## src/rtl/acs_consts.svh

```systemverilog
// Purpose: Offsets, field positions, reset values and timing counts of the sequencer.
// Assumes: A 32-bit register bus; each register takes one aligned word.
// Notes:   Definitions only.
`ifndef ACS_CONSTS_SVH
`define ACS_CONSTS_SVH
// -----------------------------------------------------------------
// Register byte offsets
// -----------------------------------------------------------------
`define ACS_OFF_CTRL_A  8'h00
`define ACS_OFF_CTRL_B  8'h04
`define ACS_OFF_RES_HI  8'h08
`define ACS_OFF_RES_LO  8'h0C
`define ACS_OFF_FLAG    8'h10
`define ACS_OFF_IRQ_EN  8'h14
// -----------------------------------------------------------------
// Field positions
// -----------------------------------------------------------------
`define ACS_BIT_ON      0
`define ACS_BIT_GO      1
`define ACS_BIT_FMT     7
`define ACS_SEL_LSB     4
`define ACS_BIT_DONE    0
`define ACS_BIT_IEN     0
// -----------------------------------------------------------------
// Reset values and conversion constants
// -----------------------------------------------------------------
`define ACS_RST_BIT     1'b0
`define ACS_RST_SEL     3'h0
`define ACS_RST_RES     10'h000
`define ACS_SAR_INIT    10'h200
`define ACS_HALF_LAST   5'd23
`define ACS_HALF_FIRST  5'd3
`define ACS_HALF_BITEND 5'd21
`define ACS_CLK_NS      8
`define ACS_TCY_NS      125
`define ACS_TCY_CYC     ((`ACS_TCY_NS + `ACS_CLK_NS - 1) / `ACS_CLK_NS)
`endif

```

## src/rtl/acs_pkg.sv

```systemverilog
// Purpose: Types shared by the conversion sequencer.
// Assumes: Constants live in acs_consts.svh.
// Notes:   Types only.
package acs_pkg;
  typedef enum logic [1:0] {ACS_IDLE, ACS_WAIT, ACS_CONV} acs_state_t;
  typedef struct packed {
    logic [7:0] high;
    logic [7:0] low;
  } acs_res_t;
endpackage

```

## src/rtl/acs_seq.sv

```systemverilog
// Purpose: Conversion sequencer of a 10-bit successive-approximation converter, APB slave.
// Assumes: One clock; the RC conversion oscillator arrives as a pin and is sampled.
// Notes:   One wait state on every APB access; unmapped addresses answer with pslverr.
// What this block does
// - Done flag sets at the end of every conversion, enable or not.
// - Flag and enable both set raise the interrupt request; in sleep it wakes.
// - Converter-on enables; writing go while enabled starts a conversion.
// - Completion clears go, sets the flag and loads both result registers.
// - Clearing go mid-conversion stops it and loads the partial value.
// - Unresolved bits of an aborted result copy the last resolved bit.
// - Reset restores registers, turns the converter off, drops conversions.
// - Result is left or right justified as the format bit selects.
// - Conversions continue in sleep only on the RC clock.
// - On the RC clock the start waits one extra instruction cycle.
// - Sleep completion with interrupt disabled powers down, on bit stays set.
// - Sleep during a system-clock conversion aborts and powers down.
// - Compare trigger sets go while the converter is on, and clears the gate timer count.
// - A full conversion lasts 11.5 conversion-clock periods.
// - Clock select picks divide 2,4,8,16,32,64 or the RC oscillator.
//
// Design decisions made here: the register offsets and register access over APB.
`timescale 1ns/1ps
`include "acs_consts.svh"
module acs_seq (
  input  wire logic        mclk_in,
  input  wire logic        sys_rst_in,
  input  wire logic        psel_in,
  input  wire logic        penable_in,
  input  wire logic        pwrite_in,
  input  wire logic [7:0]  paddr_in,
  input  wire logic [31:0] pwdata_in,
  output logic      [31:0] prdata_out,
  output logic             pready_out,
  output logic             pslverr_out,
  input  wire logic        frc_clk_in,
  input  wire logic        cmp_in,
  input  wire logic        sleep_in,
  input  wire logic        trig_in,
  output logic      [9:0]  dac_code_out,
  output logic             hold_out,
  output logic             adc_power_out,
  output logic             irq_out,
  output logic             wake_out,
  output logic             gate_timer_clr_out
);
  // -----------------------------------------------------------------
  // Helpers
  // -----------------------------------------------------------------
  // Half conversion-clock period in system clocks for each divider code.
  function automatic logic [5:0] half_period(input logic [2:0] sel);
    case (sel)
      3'h0:    half_period = 6'h01;
      3'h4:    half_period = 6'h02;
      3'h1:    half_period = 6'h04;
      3'h5:    half_period = 6'h08;
      3'h2:    half_period = 6'h10;
      default: half_period = 6'h20;
    endcase
  endfunction
  // Bits not yet resolved take the value of the last resolved bit.
  function automatic logic [9:0] fill(input logic [9:0] v, input logic [9:0] m,
                                      input logic b);
    int i;
    fill = v;
    for (i = 0; i < 10; i++) begin
      fill[i] = m[i] ? v[i] : b;
    end
  endfunction
  function automatic acs_pkg::acs_res_t justify(input logic [9:0] r, input logic left);
    justify.high = left ? r[9:2] : {6'h00, r[9:8]};
    justify.low  = left ? {r[1:0], 6'h00} : r[7:0];
  endfunction

  // -----------------------------------------------------------------
  // State
  // -----------------------------------------------------------------
  acs_pkg::acs_state_t st_q;
  logic       on_q, go_q, fmt_q, flag_q, ien_q, pd_q, pready_q, pslverr_q;
  logic [2:0] sel_q;
  logic [9:0] res_q, sar_q, oh_q, rmask_q;
  logic       last_q, hold_q, irq_q, wake_q, gclr_q;
  logic [4:0] hc_q, wcnt_q;
  logic [5:0] div_q;
  logic [31:0] prdata_q;
  logic       frc_s1_q, frc_s2_q, frc_s3_q, pwr_q;

  // -----------------------------------------------------------------
  // Bus decode
  // -----------------------------------------------------------------
  // A single wait state lets read data come from a flop.
  wire        acc    = psel_in & penable_in & pready_q;
  wire        wr     = acc & pwrite_in;
  wire        hit_a  = paddr_in == `ACS_OFF_CTRL_A;
  wire        hit_b  = paddr_in == `ACS_OFF_CTRL_B;
  wire        hit_h  = paddr_in == `ACS_OFF_RES_HI;
  wire        hit_l  = paddr_in == `ACS_OFF_RES_LO;
  wire        hit_f  = paddr_in == `ACS_OFF_FLAG;
  wire        hit_e  = paddr_in == `ACS_OFF_IRQ_EN;
  wire        mapped = hit_a | hit_b | hit_h | hit_l | hit_f | hit_e;
  wire        wr_a   = wr & hit_a;
  wire        wr_go  = wr_a & pwdata_in[`ACS_BIT_GO];
  wire        wr_stop = wr_a & ~pwdata_in[`ACS_BIT_GO];
  wire        wr_off = wr_a & ~pwdata_in[`ACS_BIT_ON];
  wire acs_pkg::acs_res_t res_j = justify(res_q, fmt_q);
  wire [31:0] rd_w = hit_a ? {30'h0, go_q, on_q} :
                     hit_b ? {24'h0, fmt_q, sel_q, 4'h0} :
                     hit_h ? {24'h0, res_j.high} :
                     hit_l ? {24'h0, res_j.low} :
                     hit_f ? {31'h0, flag_q} :
                     hit_e ? {31'h0, ien_q} : 32'h0;

  // -----------------------------------------------------------------
  // Conversion timing
  // -----------------------------------------------------------------
  // RC edges are taken only from the second synchroniser stage.
  wire rc_sel   = sel_q[1:0] == 2'b11;
  wire rc_edge  = frc_s2_q ^ frc_s3_q;
  wire div_tick = div_q == half_period(sel_q) - 6'h01;
  wire tick     = rc_sel ? rc_edge : div_tick;
  wire [4:0] hc_n = hc_q + 5'h01;
  wire resolve  = tick & hc_n[0] & hc_n >= `ACS_HALF_FIRST & hc_n <= `ACS_HALF_BITEND;
  wire finish   = (st_q == acs_pkg::ACS_CONV) & tick & hc_n == `ACS_HALF_LAST;
  wire sl_abort = sleep_in & ~rc_sel & st_q != acs_pkg::ACS_IDLE;
  wire sw_abort = (st_q == acs_pkg::ACS_CONV) & ~go_q & ~sl_abort;
  wire start    = (st_q == acs_pkg::ACS_IDLE) & go_q & on_q & ~pd_q;
  wire [9:0] part = fill(sar_q, rmask_q, last_q);
  // The comparator follows the trial code that this block drives, so it is read directly.
  // Two sync stages would hand over the previous bit's decision at the two-cycle bit period.
  wire [9:0] sar_n = (sar_q & ~oh_q) | (cmp_in ? oh_q : 10'h000) | (oh_q >> 1);
  wire trig_go  = trig_in & on_q;
  wire flag_set = finish & ~sl_abort;
  wire done_pd  = flag_set & sleep_in & ~ien_q;
  wire pd_nx    = sl_abort | done_pd | (pd_q & sleep_in);
  wire on_nx    = wr_a ? pwdata_in[`ACS_BIT_ON] : on_q;
  wire flag_d   = flag_set | (flag_q & ~(wr & hit_f & ~pwdata_in[`ACS_BIT_DONE]));
  wire irq_d    = flag_q & ien_q;

  // -----------------------------------------------------------------
  // Synchroniser for the RC clock pin
  // -----------------------------------------------------------------
  always_ff @(posedge mclk_in) begin
    frc_s1_q <= frc_clk_in;
    frc_s2_q <= frc_s1_q;
    frc_s3_q <= frc_s2_q;
  end

  // -----------------------------------------------------------------
  // Bus slave
  // -----------------------------------------------------------------
  // Ready rises one cycle into the access phase and drops after it.
  always_ff @(posedge mclk_in) begin
    if (sys_rst_in) begin
      pready_q  <= 1'b0;
      pslverr_q <= 1'b0;
      prdata_q  <= 32'h0000_0000;
    end else begin
      pready_q  <= psel_in & penable_in & ~pready_q;
      pslverr_q <= psel_in & penable_in & ~pready_q & ~mapped;
      prdata_q  <= (psel_in & penable_in & ~pready_q & ~pwrite_in) ? rd_w : 32'h0000_0000;
    end
  end

  // -----------------------------------------------------------------
  // Software registers
  // -----------------------------------------------------------------
  // Go is taken only when the converter was already on before the write.
  always_ff @(posedge mclk_in) begin
    if (sys_rst_in) begin
      on_q   <= `ACS_RST_BIT;
      go_q   <= `ACS_RST_BIT;
      fmt_q  <= `ACS_RST_BIT;
      sel_q  <= `ACS_RST_SEL;
      ien_q  <= `ACS_RST_BIT;
      flag_q <= `ACS_RST_BIT;
    end else begin
      if (wr_a) begin
        on_q <= pwdata_in[`ACS_BIT_ON];
      end
      if (wr & hit_b) begin
        fmt_q <= pwdata_in[`ACS_BIT_FMT];
        sel_q <= pwdata_in[`ACS_SEL_LSB +: 3];
      end
      if (wr & hit_e) begin
        ien_q <= pwdata_in[`ACS_BIT_IEN];
      end
      // A completion in the same cycle as a software clear keeps the flag set.
      flag_q <= flag_d;
      // Trigger wins over a software stop in the same cycle.
      if (trig_go) begin
        go_q <= 1'b1;
      end else if (finish | sl_abort | wr_off | wr_stop) begin
        go_q <= 1'b0;
      end else if (wr_go & on_q) begin
        go_q <= 1'b1;
      end
    end
  end

  // -----------------------------------------------------------------
  // Sequencer
  // -----------------------------------------------------------------
  // The divider restarts at each start so the first half period is whole.
  always_ff @(posedge mclk_in) begin
    if (sys_rst_in) begin
      st_q    <= acs_pkg::ACS_IDLE;
      div_q   <= 6'h00;
      hc_q    <= 5'h00;
      wcnt_q  <= 5'h00;
      sar_q   <= `ACS_RST_RES;
      oh_q    <= `ACS_SAR_INIT;
      rmask_q <= `ACS_RST_RES;
      last_q  <= 1'b0;
      res_q   <= `ACS_RST_RES;
      pd_q    <= 1'b0;
      hold_q  <= 1'b0;
    end else begin
      div_q <= (div_tick | st_q != acs_pkg::ACS_CONV) ? 6'h00 : div_q + 6'h01;
      if (sl_abort | done_pd) begin
        pd_q <= 1'b1;
      end else if (~sleep_in) begin
        pd_q <= 1'b0;
      end
      case (st_q)
        acs_pkg::ACS_IDLE: begin
          hc_q    <= 5'h00;
          wcnt_q  <= 5'h00;
          sar_q   <= `ACS_SAR_INIT;
          oh_q    <= `ACS_SAR_INIT;
          rmask_q <= `ACS_RST_RES;
          last_q  <= 1'b0;
          if (start) begin
            st_q <= rc_sel ? acs_pkg::ACS_WAIT : acs_pkg::ACS_CONV;
          end
        end
        acs_pkg::ACS_WAIT: begin
          wcnt_q <= wcnt_q + 5'h01;
          if (sl_abort | ~go_q) begin
            st_q <= acs_pkg::ACS_IDLE;
          end else if (wcnt_q == 5'(`ACS_TCY_CYC - 1)) begin
            st_q <= acs_pkg::ACS_CONV;
          end
        end
        acs_pkg::ACS_CONV: begin
          if (sl_abort) begin
            st_q <= acs_pkg::ACS_IDLE;
          end else if (sw_abort) begin
            res_q <= part;
            st_q  <= acs_pkg::ACS_IDLE;
          end else if (finish) begin
            res_q <= sar_q;
            st_q  <= acs_pkg::ACS_IDLE;
          end else if (tick) begin
            hc_q <= hc_n;
            if (resolve) begin
              sar_q   <= sar_n;
              rmask_q <= rmask_q | oh_q;
              oh_q    <= oh_q >> 1;
              last_q  <= cmp_in;
            end
          end
        end
        default: st_q <= acs_pkg::ACS_IDLE;
      endcase
      hold_q <= st_q == acs_pkg::ACS_CONV & ~(finish | sw_abort | sl_abort);
    end
  end

  // -----------------------------------------------------------------
  // Event outputs
  // -----------------------------------------------------------------
  // The request follows flag and enable in sleep too, and wakes the core.
  always_ff @(posedge mclk_in) begin
    if (sys_rst_in) begin
      irq_q  <= 1'b0;
      wake_q <= 1'b0;
      gclr_q <= 1'b0;
      pwr_q  <= 1'b0;
    end else begin
      irq_q  <= irq_d;
      wake_q <= irq_d & sleep_in;
      gclr_q <= trig_in;
      // Power follows the next on and power-down values so it lags neither.
      pwr_q  <= on_nx & ~pd_nx;
    end
  end

  assign prdata_out         = prdata_q;
  assign pready_out         = pready_q;
  assign pslverr_out        = pslverr_q;
  assign dac_code_out       = sar_q;
  assign hold_out           = hold_q;
  assign adc_power_out      = pwr_q;
  assign irq_out            = irq_q;
  assign wake_out           = wake_q;
  assign gate_timer_clr_out = gclr_q;
endmodule

```

## config.mk

```make
export PLATFORM = sky130hd
export DESIGN_NAME = acs_seq
export DESIGN_NICKNAME = d
export VERILOG_FILES = /design/src/rtl/acs_pkg.sv /design/src/rtl/acs_seq.sv
export VERILOG_INCLUDE_DIRS = /design/src /design/src/rtl
export SDC_FILE = /design/constraint.sdc
export NUM_CORES = 1
export LEC_CHECK = 0
export BUFFER_PORTS_ARGS = -buffer_cell sky130_fd_sc_hd__buf_2
export CAP_MARGIN = 10
export CORE_ASPECT_RATIO = 2
export CORE_MARGIN = 2
export CORE_UTILIZATION = 59
export DETAILED_ROUTE_END_ITERATION = 10
export GPL_TIMING_DRIVEN = 0
export MAX_ROUTING_LAYER = met4
export PLACE_DENSITY = 0.86
export SLEW_MARGIN = 15
export SYNTH_ARGS = -nofsm -noshare
export SYNTH_HDL_FRONTEND = slang
export SYNTH_SLANG_ARGS = --single-unit
```

## constraint.sdc

```tcl
create_clock -name mclk_in -period 4.5 [get_ports mclk_in]
set_input_delay 0.675 -clock mclk_in [delete_from_list [all_inputs] [get_ports mclk_in]]
set_output_delay 0.675 -clock mclk_in [all_outputs]
set_load 0.005 [all_outputs]
```

==> impl_metrics.py, run 1 <==
metrics = {
    "grt": {
        "overflow": 0,
        "grt_pass1_wl_um": 18800,
        "grt_max_degree": 16,
        "antenna_found_initial": 0,
        "first_global_vias": 4011,
        "grt_usage_pct": 29.7,
    },
    "critical_path": {
        "criticalPathCategory": "reg -> reg",
        "critical_path.max_fanout": 10,
        "end_kind": "flop",
        "worstPathRequired_ps": 4770,
        "worstSetupStartpointType": "flop",
        "cp_data_arrival_time_ps": 3300,
    },
    "die": {
        "fp.dieW_um": 65.8,
        "die_height_um": 128,
        "start_util_pct": 60.3,
        "io_pins": 98,
        "die-area_mm2": 0.00841,
        "core-area_mm2": 0.00749,
        "rows": 45,
    },
    "clock_network": {
        "cts_sinks": 86,
        "cts_resized": 0,
        "root_buffer": "clkbuf_16",
        "cts_buffers": 9,
        "clk_pin_slew_worst_paths_ps": 60,
        "htreeDepth": 3,
        "cts_setup_buffers": 0,
        "cts_tree": "built",
        "postCtsHoldBufs": 0,
        "clk_latency_ps": 340,
        "ctsLongestPathBuffers": 2,
    },
    "synthesis": {
        "synth_warnings": 0,
        "ys_ff_latch": 86,
        "yosys-top-cells-area": "dfxtp_1, mux2i_1, buf_4, nand2_1, nor2_1",
        "synth_edf_count": 0,
        "ys_seq_area_share_pct": 38.1,
        "syn_avg_cell_area_um2": 8.39,
        "netlist.area_leader.share_pct": 38.1,
        "syn-cell-area_mm2": 0.00451,
        "synth_ff_type": "dfxtp_1",
        "async_reset_ff_share_pct": 0,
        "yosys.area.top_type": "dfxtp_1",
        "synth.distinct_cells": 62,
        "synth.most_common_cell": "dfxtp_1",
        "synth_cells": 538,
        "synth_common_cells": "dfxtp_1, nand2_1, nor2_1, a21oi_1, buf_4",
    },
    "place": {
        "dp_hpwl_um": 8180,
        "placed_cell_area_mm2": 0.00495,
        "port_buffers": 47,
        "gp_congestion": 0.922,
    },
    "status": {
        "outcome": "completed",
    },
    "timing": {
        "final-hold-violation-count": 0,
        "finClkSkew_ps": 6.07,
        "tightest_slew_ps": 632,
        "slew_headroom_pct": 57.9,
        "rsz0062_at_grt": "false",
        "max_freq_mhz": 331,
        "setup_viol": 0,
        "period_needed_ps": 3020,
        "fin_setup_tns_ps": 0,
        "min_period_over_period_pct": 67.2,
        "report.final.slew_viol_count": 0,
    },
    "detailed_routing": {
        "drt-vias-per-instance": 5.85,
        "ant_nets": 0,
        "wirelength_um": 11500,
        "drc": 0,
        "first_pass_iters": 5,
        "num_vias": 4203,
        "routedWlPerCell_um": 16.0,
        "drt_iter0_drc": 323,
    },
    "power_and_ir_drop": {
        "seqPwrFrac_pct": 48.6,
        "clkPwrFrac_pct": 47.2,
        "p_int_mw": 1.22,
        "swShare_pct": 22.3,
        "vdd_ir_drop_max_mv": 0.326,
        "p_leak_nw": 2.21,
        "power.density_mw_per_mm2": 300,
        "p_sw_mw": 0.351,
        "combPwrFrac_pct": 4.2,
    },
    "run": {
        "drv_cap": 0,
    },
    "cells_and_area": {
        "drive_above_1_share_pct": 18.8,
        "syn_to_final_growth_pct": 16.4,
        "nNetsFinal": 675,
        "antenna_cells": 0,
        "final_area_mm2": 0.00525,
    },
    "worst_hold_path": {
        "hp-class": "reg -> reg",
    },
}
## power groups by stage
stage	combinational, mW	clock (mW)	sequential (mW)
finish	0.0659	0.744	0.766
global route	0.0714	0.776	0.766
CTS	0.0637	0.746	0.766
detailed placement	0.0630	0	0.783
global placement	0.0620	0	0.783
floorplan	0.0388	0	0.783
## layout by cell type (no fill, tap or decap), types with 4 or more instances in the layout
cell and count:
dfxtp_1 86, buf_2 52, nand2_1 51, nor2_1 49, buf_4 28, a21oi_1 28
conb_1 24, nand3_1 23, mux2i_1 23, clkbuf_1 20, nand2b_1 17, o21ai_0 16
nor3_1 15, and3_1 14, inv_1 13, nand3b_1 11, mux2_2 10, nand4_1 9
clkbuf_16 9, a31oi_1 8, nor2b_1 7, ha_1 7, or3_1 6, xnor2_1 6
and2_1 6, a22oi_1 6, o21ai_1 5, a22o_1 5, o311ai_1 5, xor2_1 4
a21o_1 4, clkinvlp_4 4
## worst max-delay path, cell delays in order (launching register included)
cell and delay (ps):
dfxtp_1 290, buf_2 160, or3_1 380, ha_1 250
xnor2_1 230, mux2i_1 220, o21ai_1 150, a211oi_2 400
o21ai_1 140, nand2_1 160, buf_2 330, mux2i_1 220
## registers in the layout, indices dropped and copies added (netlist names), 2 cells and up
register and flops:
dac_code_out 10, div_q 6, hc_q 5, oh_q 10, prdata_out 8, res_q 10, rmask_q 10, sel_q 3
st_q 2, wcnt_q 5
## final timing paths
path	startpoint	to	slack, ps	cells after the start
setup reg to reg	sel_q[2]	dac_code_out[5]	1480	11
hold / removal	frc_s1_q	frc_s2_q	340	0
hold reg to reg	frc_s1_q	frc_s2_q	340	0
setup / recovery	sel_q[2]	dac_code_out[5]	1480	11
## cell type report
| class | count | area (um^2) |
|---|---|---|
| multi-input combinational | 406 | 2500 |
| fill | 603 | 2240 |
| sequential | 86 | 1720 |
| buffer | 56 | 329 |
| timing repair buffer | 47 | 235 |
| clock buffer | 9 | 225 |
| tap | 94 | 118 |
| clock inverter | 7 | 73.8 |
| inverter | 13 | 48.8 |
## routing by layer
metal | wire (um) | global-route usage, % | vias to the layer above | part of all wire (%)
li1 | - | - | 2019 | -
met1 | 4490 | 33.8 | 1972 | 39
met2 | 5860 | 47.1 | 166 | 51
met3 | 690 | 7.37 | 46 | 6.0
met4 | 475 | 16.3 | 0 | 4.1
met5 | 0 | - | - | 0
## logic make-up after synthesis
kind of cell | synth area share (%)
AO/OA/AOI/OAI | 15.7
AND/OR/NAND/NOR | 26.2
flip-flops | 38.1
multiplexers | 7.60
adder cells (fa/ha/maj) | 1.94
XOR/XNOR | 1.94
other | 0.0831
buffers and inverters | 8.37
## through the flow
stage,setup slack [ps],util [%],cells,power (mW),hold WS (ps)
after floorplan,1910,-,561,0.822,310
after global placement,1640,66.1,702,0.845,313
final,1480,70.1,718,1.58,340
after global routing,1210,70.1,718,1.61,349
after CTS,1490,70.1,718,1.57,341
after detailed placement,1570,66.1,702,0.846,320
No activity file was read; power rests on OpenSTA's default activity.
==> run 2, diff against run 1 <==
Settings changed: CORE_UTILIZATION 59 to 55, PLACE_DENSITY 0.86 to 0.81.
Clock period 4.5 ns to 3.15 ns, I/O delays scaled along.
==> run 2 against run 1 <==
Utilization decreased by 3.6 points; combinational power up 37%; die area grew 6.9%; hold slack got worse by 110 ps; critical path depth up 1; largest cell class unchanged; first-iteration DRC count down 13%; critical endpoint is now oh_q[2]; via count down 0.86%; highest routed layer unchanged; sequential power increased by 42%; worst setup slack lost 1300 ps; total power up 44%.
==> impl_metrics.py, run 2 (same netlist as run 1, synthesis figures left out) <==
metrics = {
    "status": {
        "outcome": "completed",
    },
    "clock_network": {
        "cts_sinks": 86,
        "ctsLongestPathBuffers": 2,
        "postCtsHoldBufs": 0,
        "clk_pin_slew_worst_paths_ps": 70,
        "cts_buffers": 9,
        "cts_tree": "built",
        "htreeDepth": 3,
        "root_buffer": "clkbuf_16",
        "clk_latency_ps": 350,
    },
    "worst_hold_path": {
        "holdPathEnd": "frc_s1_q",
        "hold_start": "frc_clk_in",
        "hp-class": "in -> reg",
        "hold_depth": 1,
    },
    "detailed_routing": {
        "top_layer_used": "met4",
        "first_pass_iters": 5,
        "routedWlPerCell_um": 16.2,
        "route.met2.wl_um": 6280,
        "drt-vias-per-instance": 5.78,
        "drc": 0,
        "drt_iter0_drc": 282,
        "wirelength_um": 11600,
        "ant_nets": 0,
        "num_vias": 4167,
        "wl_met1_um": 4080,
        "wl_met3_um": 658,
    },
    "timing": {
        "period_needed_ps": 2970,
        "final-hold-violation-count": 0,
        "max_freq_mhz": 337,
        "slew_headroom_pct": 56.7,
        "rsz0062_at_grt": "false",
        "fin_setup_tns_ps": 0,
        "min_period_over_period_pct": 94.3,
        "finClkSkew_ps": 6.92,
        "tightest_slew_ps": 647,
        "report.final.slew_viol_count": 0,
        "setup_viol": 0,
    },
    "critical_path": {
        "worstSetupStartpointType": "flop",
        "cp_data_arrival_time_ps": 3230,
        "criticalPathCategory": "reg -> reg",
        "worstPathRequired_ps": 3400,
        "r2r_cells": 12,
        "end_kind": "flop",
        "r2r_end": "oh_q[2]",
        "critical_path.max_fanout": 10,
        "crit_start": "sel_q[2]",
        "r2r_slack_ps": 180,
        "worstReg2RegStart": "sel_q[2]",
    },
    "cells_and_area": {
        "antenna_cells": 0,
        "mostFrequentLayoutCells": "dfxtp_1, buf_2, nand2_1",
        "regArea_mm2": 0.00172,
        "drive_above_1_share_pct": 19.4,
        "nFillCells": 676,
        "final_common_cell": "dfxtp_1",
        "multi_input_area_mm2": 0.00251,
        "syn_to_final_growth_pct": 17.1,
        "nNetsFinal": 676,
        "final_cells": 721,
    },
    "place": {
        "dp_hpwl_um": 8820,
        "port_buffers": 47,
        "dp_cells": 704,
        "gp_congestion": 0.940,
    },
    "run": {
        "drv_cap": 0,
    },
    "power_and_ir_drop": {
        "swShare_pct": 22.5,
        "seqPwrFrac_pct": 48.2,
        "p_leak_nw": 2.23,
        "p_sw_mw": 0.511,
        "clkPwrFrac_pct": 47.8,
        "combPwrFrac_pct": 4.0,
        "p_int_mw": 1.76,
        "power.density_mw_per_mm2": 429,
        "vdd_ir_drop_max_mv": 0.427,
    },
    "die": {
        "rows": 46,
        "fp.dieW_um": 68.1,
        "io_pins": 98,
        "die_height_um": 132,
        "die-area_mm2": 0.00899,
        "start_util_pct": 56.8,
        "core-area_mm2": 0.00794,
    },
    "grt": {
        "grt_usage_pct": 28.1,
        "grt_max_degree": 17,
        "overflow": 0,
        "antenna_found_initial": 0,
        "first_global_vias": 4129,
        "grt_pass1_wl_um": 18700,
    },
}
## run 2: metal layers
| layer | GRT usage (%) | up-vias |
|---|---|---|
| met4 | 16.7 | 0 |
| met1 | 27.5 | 1922 |
| met3 | 5.04 | 51 |
| met5 | - | - |
| met2 | 48.7 | 175 |
| li1 | - | 2019 |
## run 2: how the worst max path moves through the flow
stage	cells after the start	slack, ps	to
floorplan	10	560	hc_q[0]
global placement	11	200	dac_code_out[7]
detailed placement	11	110	dac_code_out[7]
CTS	11	80	dac_code_out[7]
global route	12	6	oh_q[6]
finish	12	180	oh_q[2]
## run 2: worst max-delay path, cell delays in order, from the launching register on
cell and delay [ps]:
dfxtp_1 290, buf_2 180, or3_1 390, ha_1 280
xnor2_2 220, mux2i_1 230, o21ai_1 140, a211oi_2 240
buf_4 160, o211a_4 170, buf_2 230, nand4_1 200
o311ai_1 130
## run 2: stage by stage
| stage | util (%) | hold WS, ps | power [mW] | setup slack (ps) | instance area [um^2] |
|---|---|---|---|---|---|
| finish | 66.6 | 228 | 2.27 | 179 | 5290 |
| global route | 66.6 | 235 | 2.34 | 5.92 | 5290 |
| CTS | 66.2 | 220 | 2.28 | 83.9 | 5260 |
| detailed placement | 62.4 | 313 | 1.21 | 114 | 4950 |
| global placement | 62.4 | 311 | 1.21 | 203 | 4950 |
| floorplan | - | 310 | 1.17 | 562 | 4600 |
## run 2: what timing repair did
item,in CTS,in global routing
gates resized for setup,0,5
endpoints found under the setup margin,0,12
setup buffers,0,1
## run 2: layout make-up
type                       count  area share [%]
clock buffer                   9            4.26
inverter                      13           0.923
multi-input combinational    406            47.6
sequential                    86            32.6
clock inverter                 7            1.54
buffer                        56            6.30
timing repair buffer          48            4.59
tap                           96            2.27
## run 2: power by group through the flow
stage                     combinational (mW)  clock, mW  sequential, mW
after floorplan                       0.0555          0            1.12
after global placement                0.0870          0            1.12
after detailed placement              0.0877          0            1.12
after CTS                             0.0882       1.10            1.09
after global routing                  0.0995       1.15            1.09
final                                 0.0906       1.08            1.09
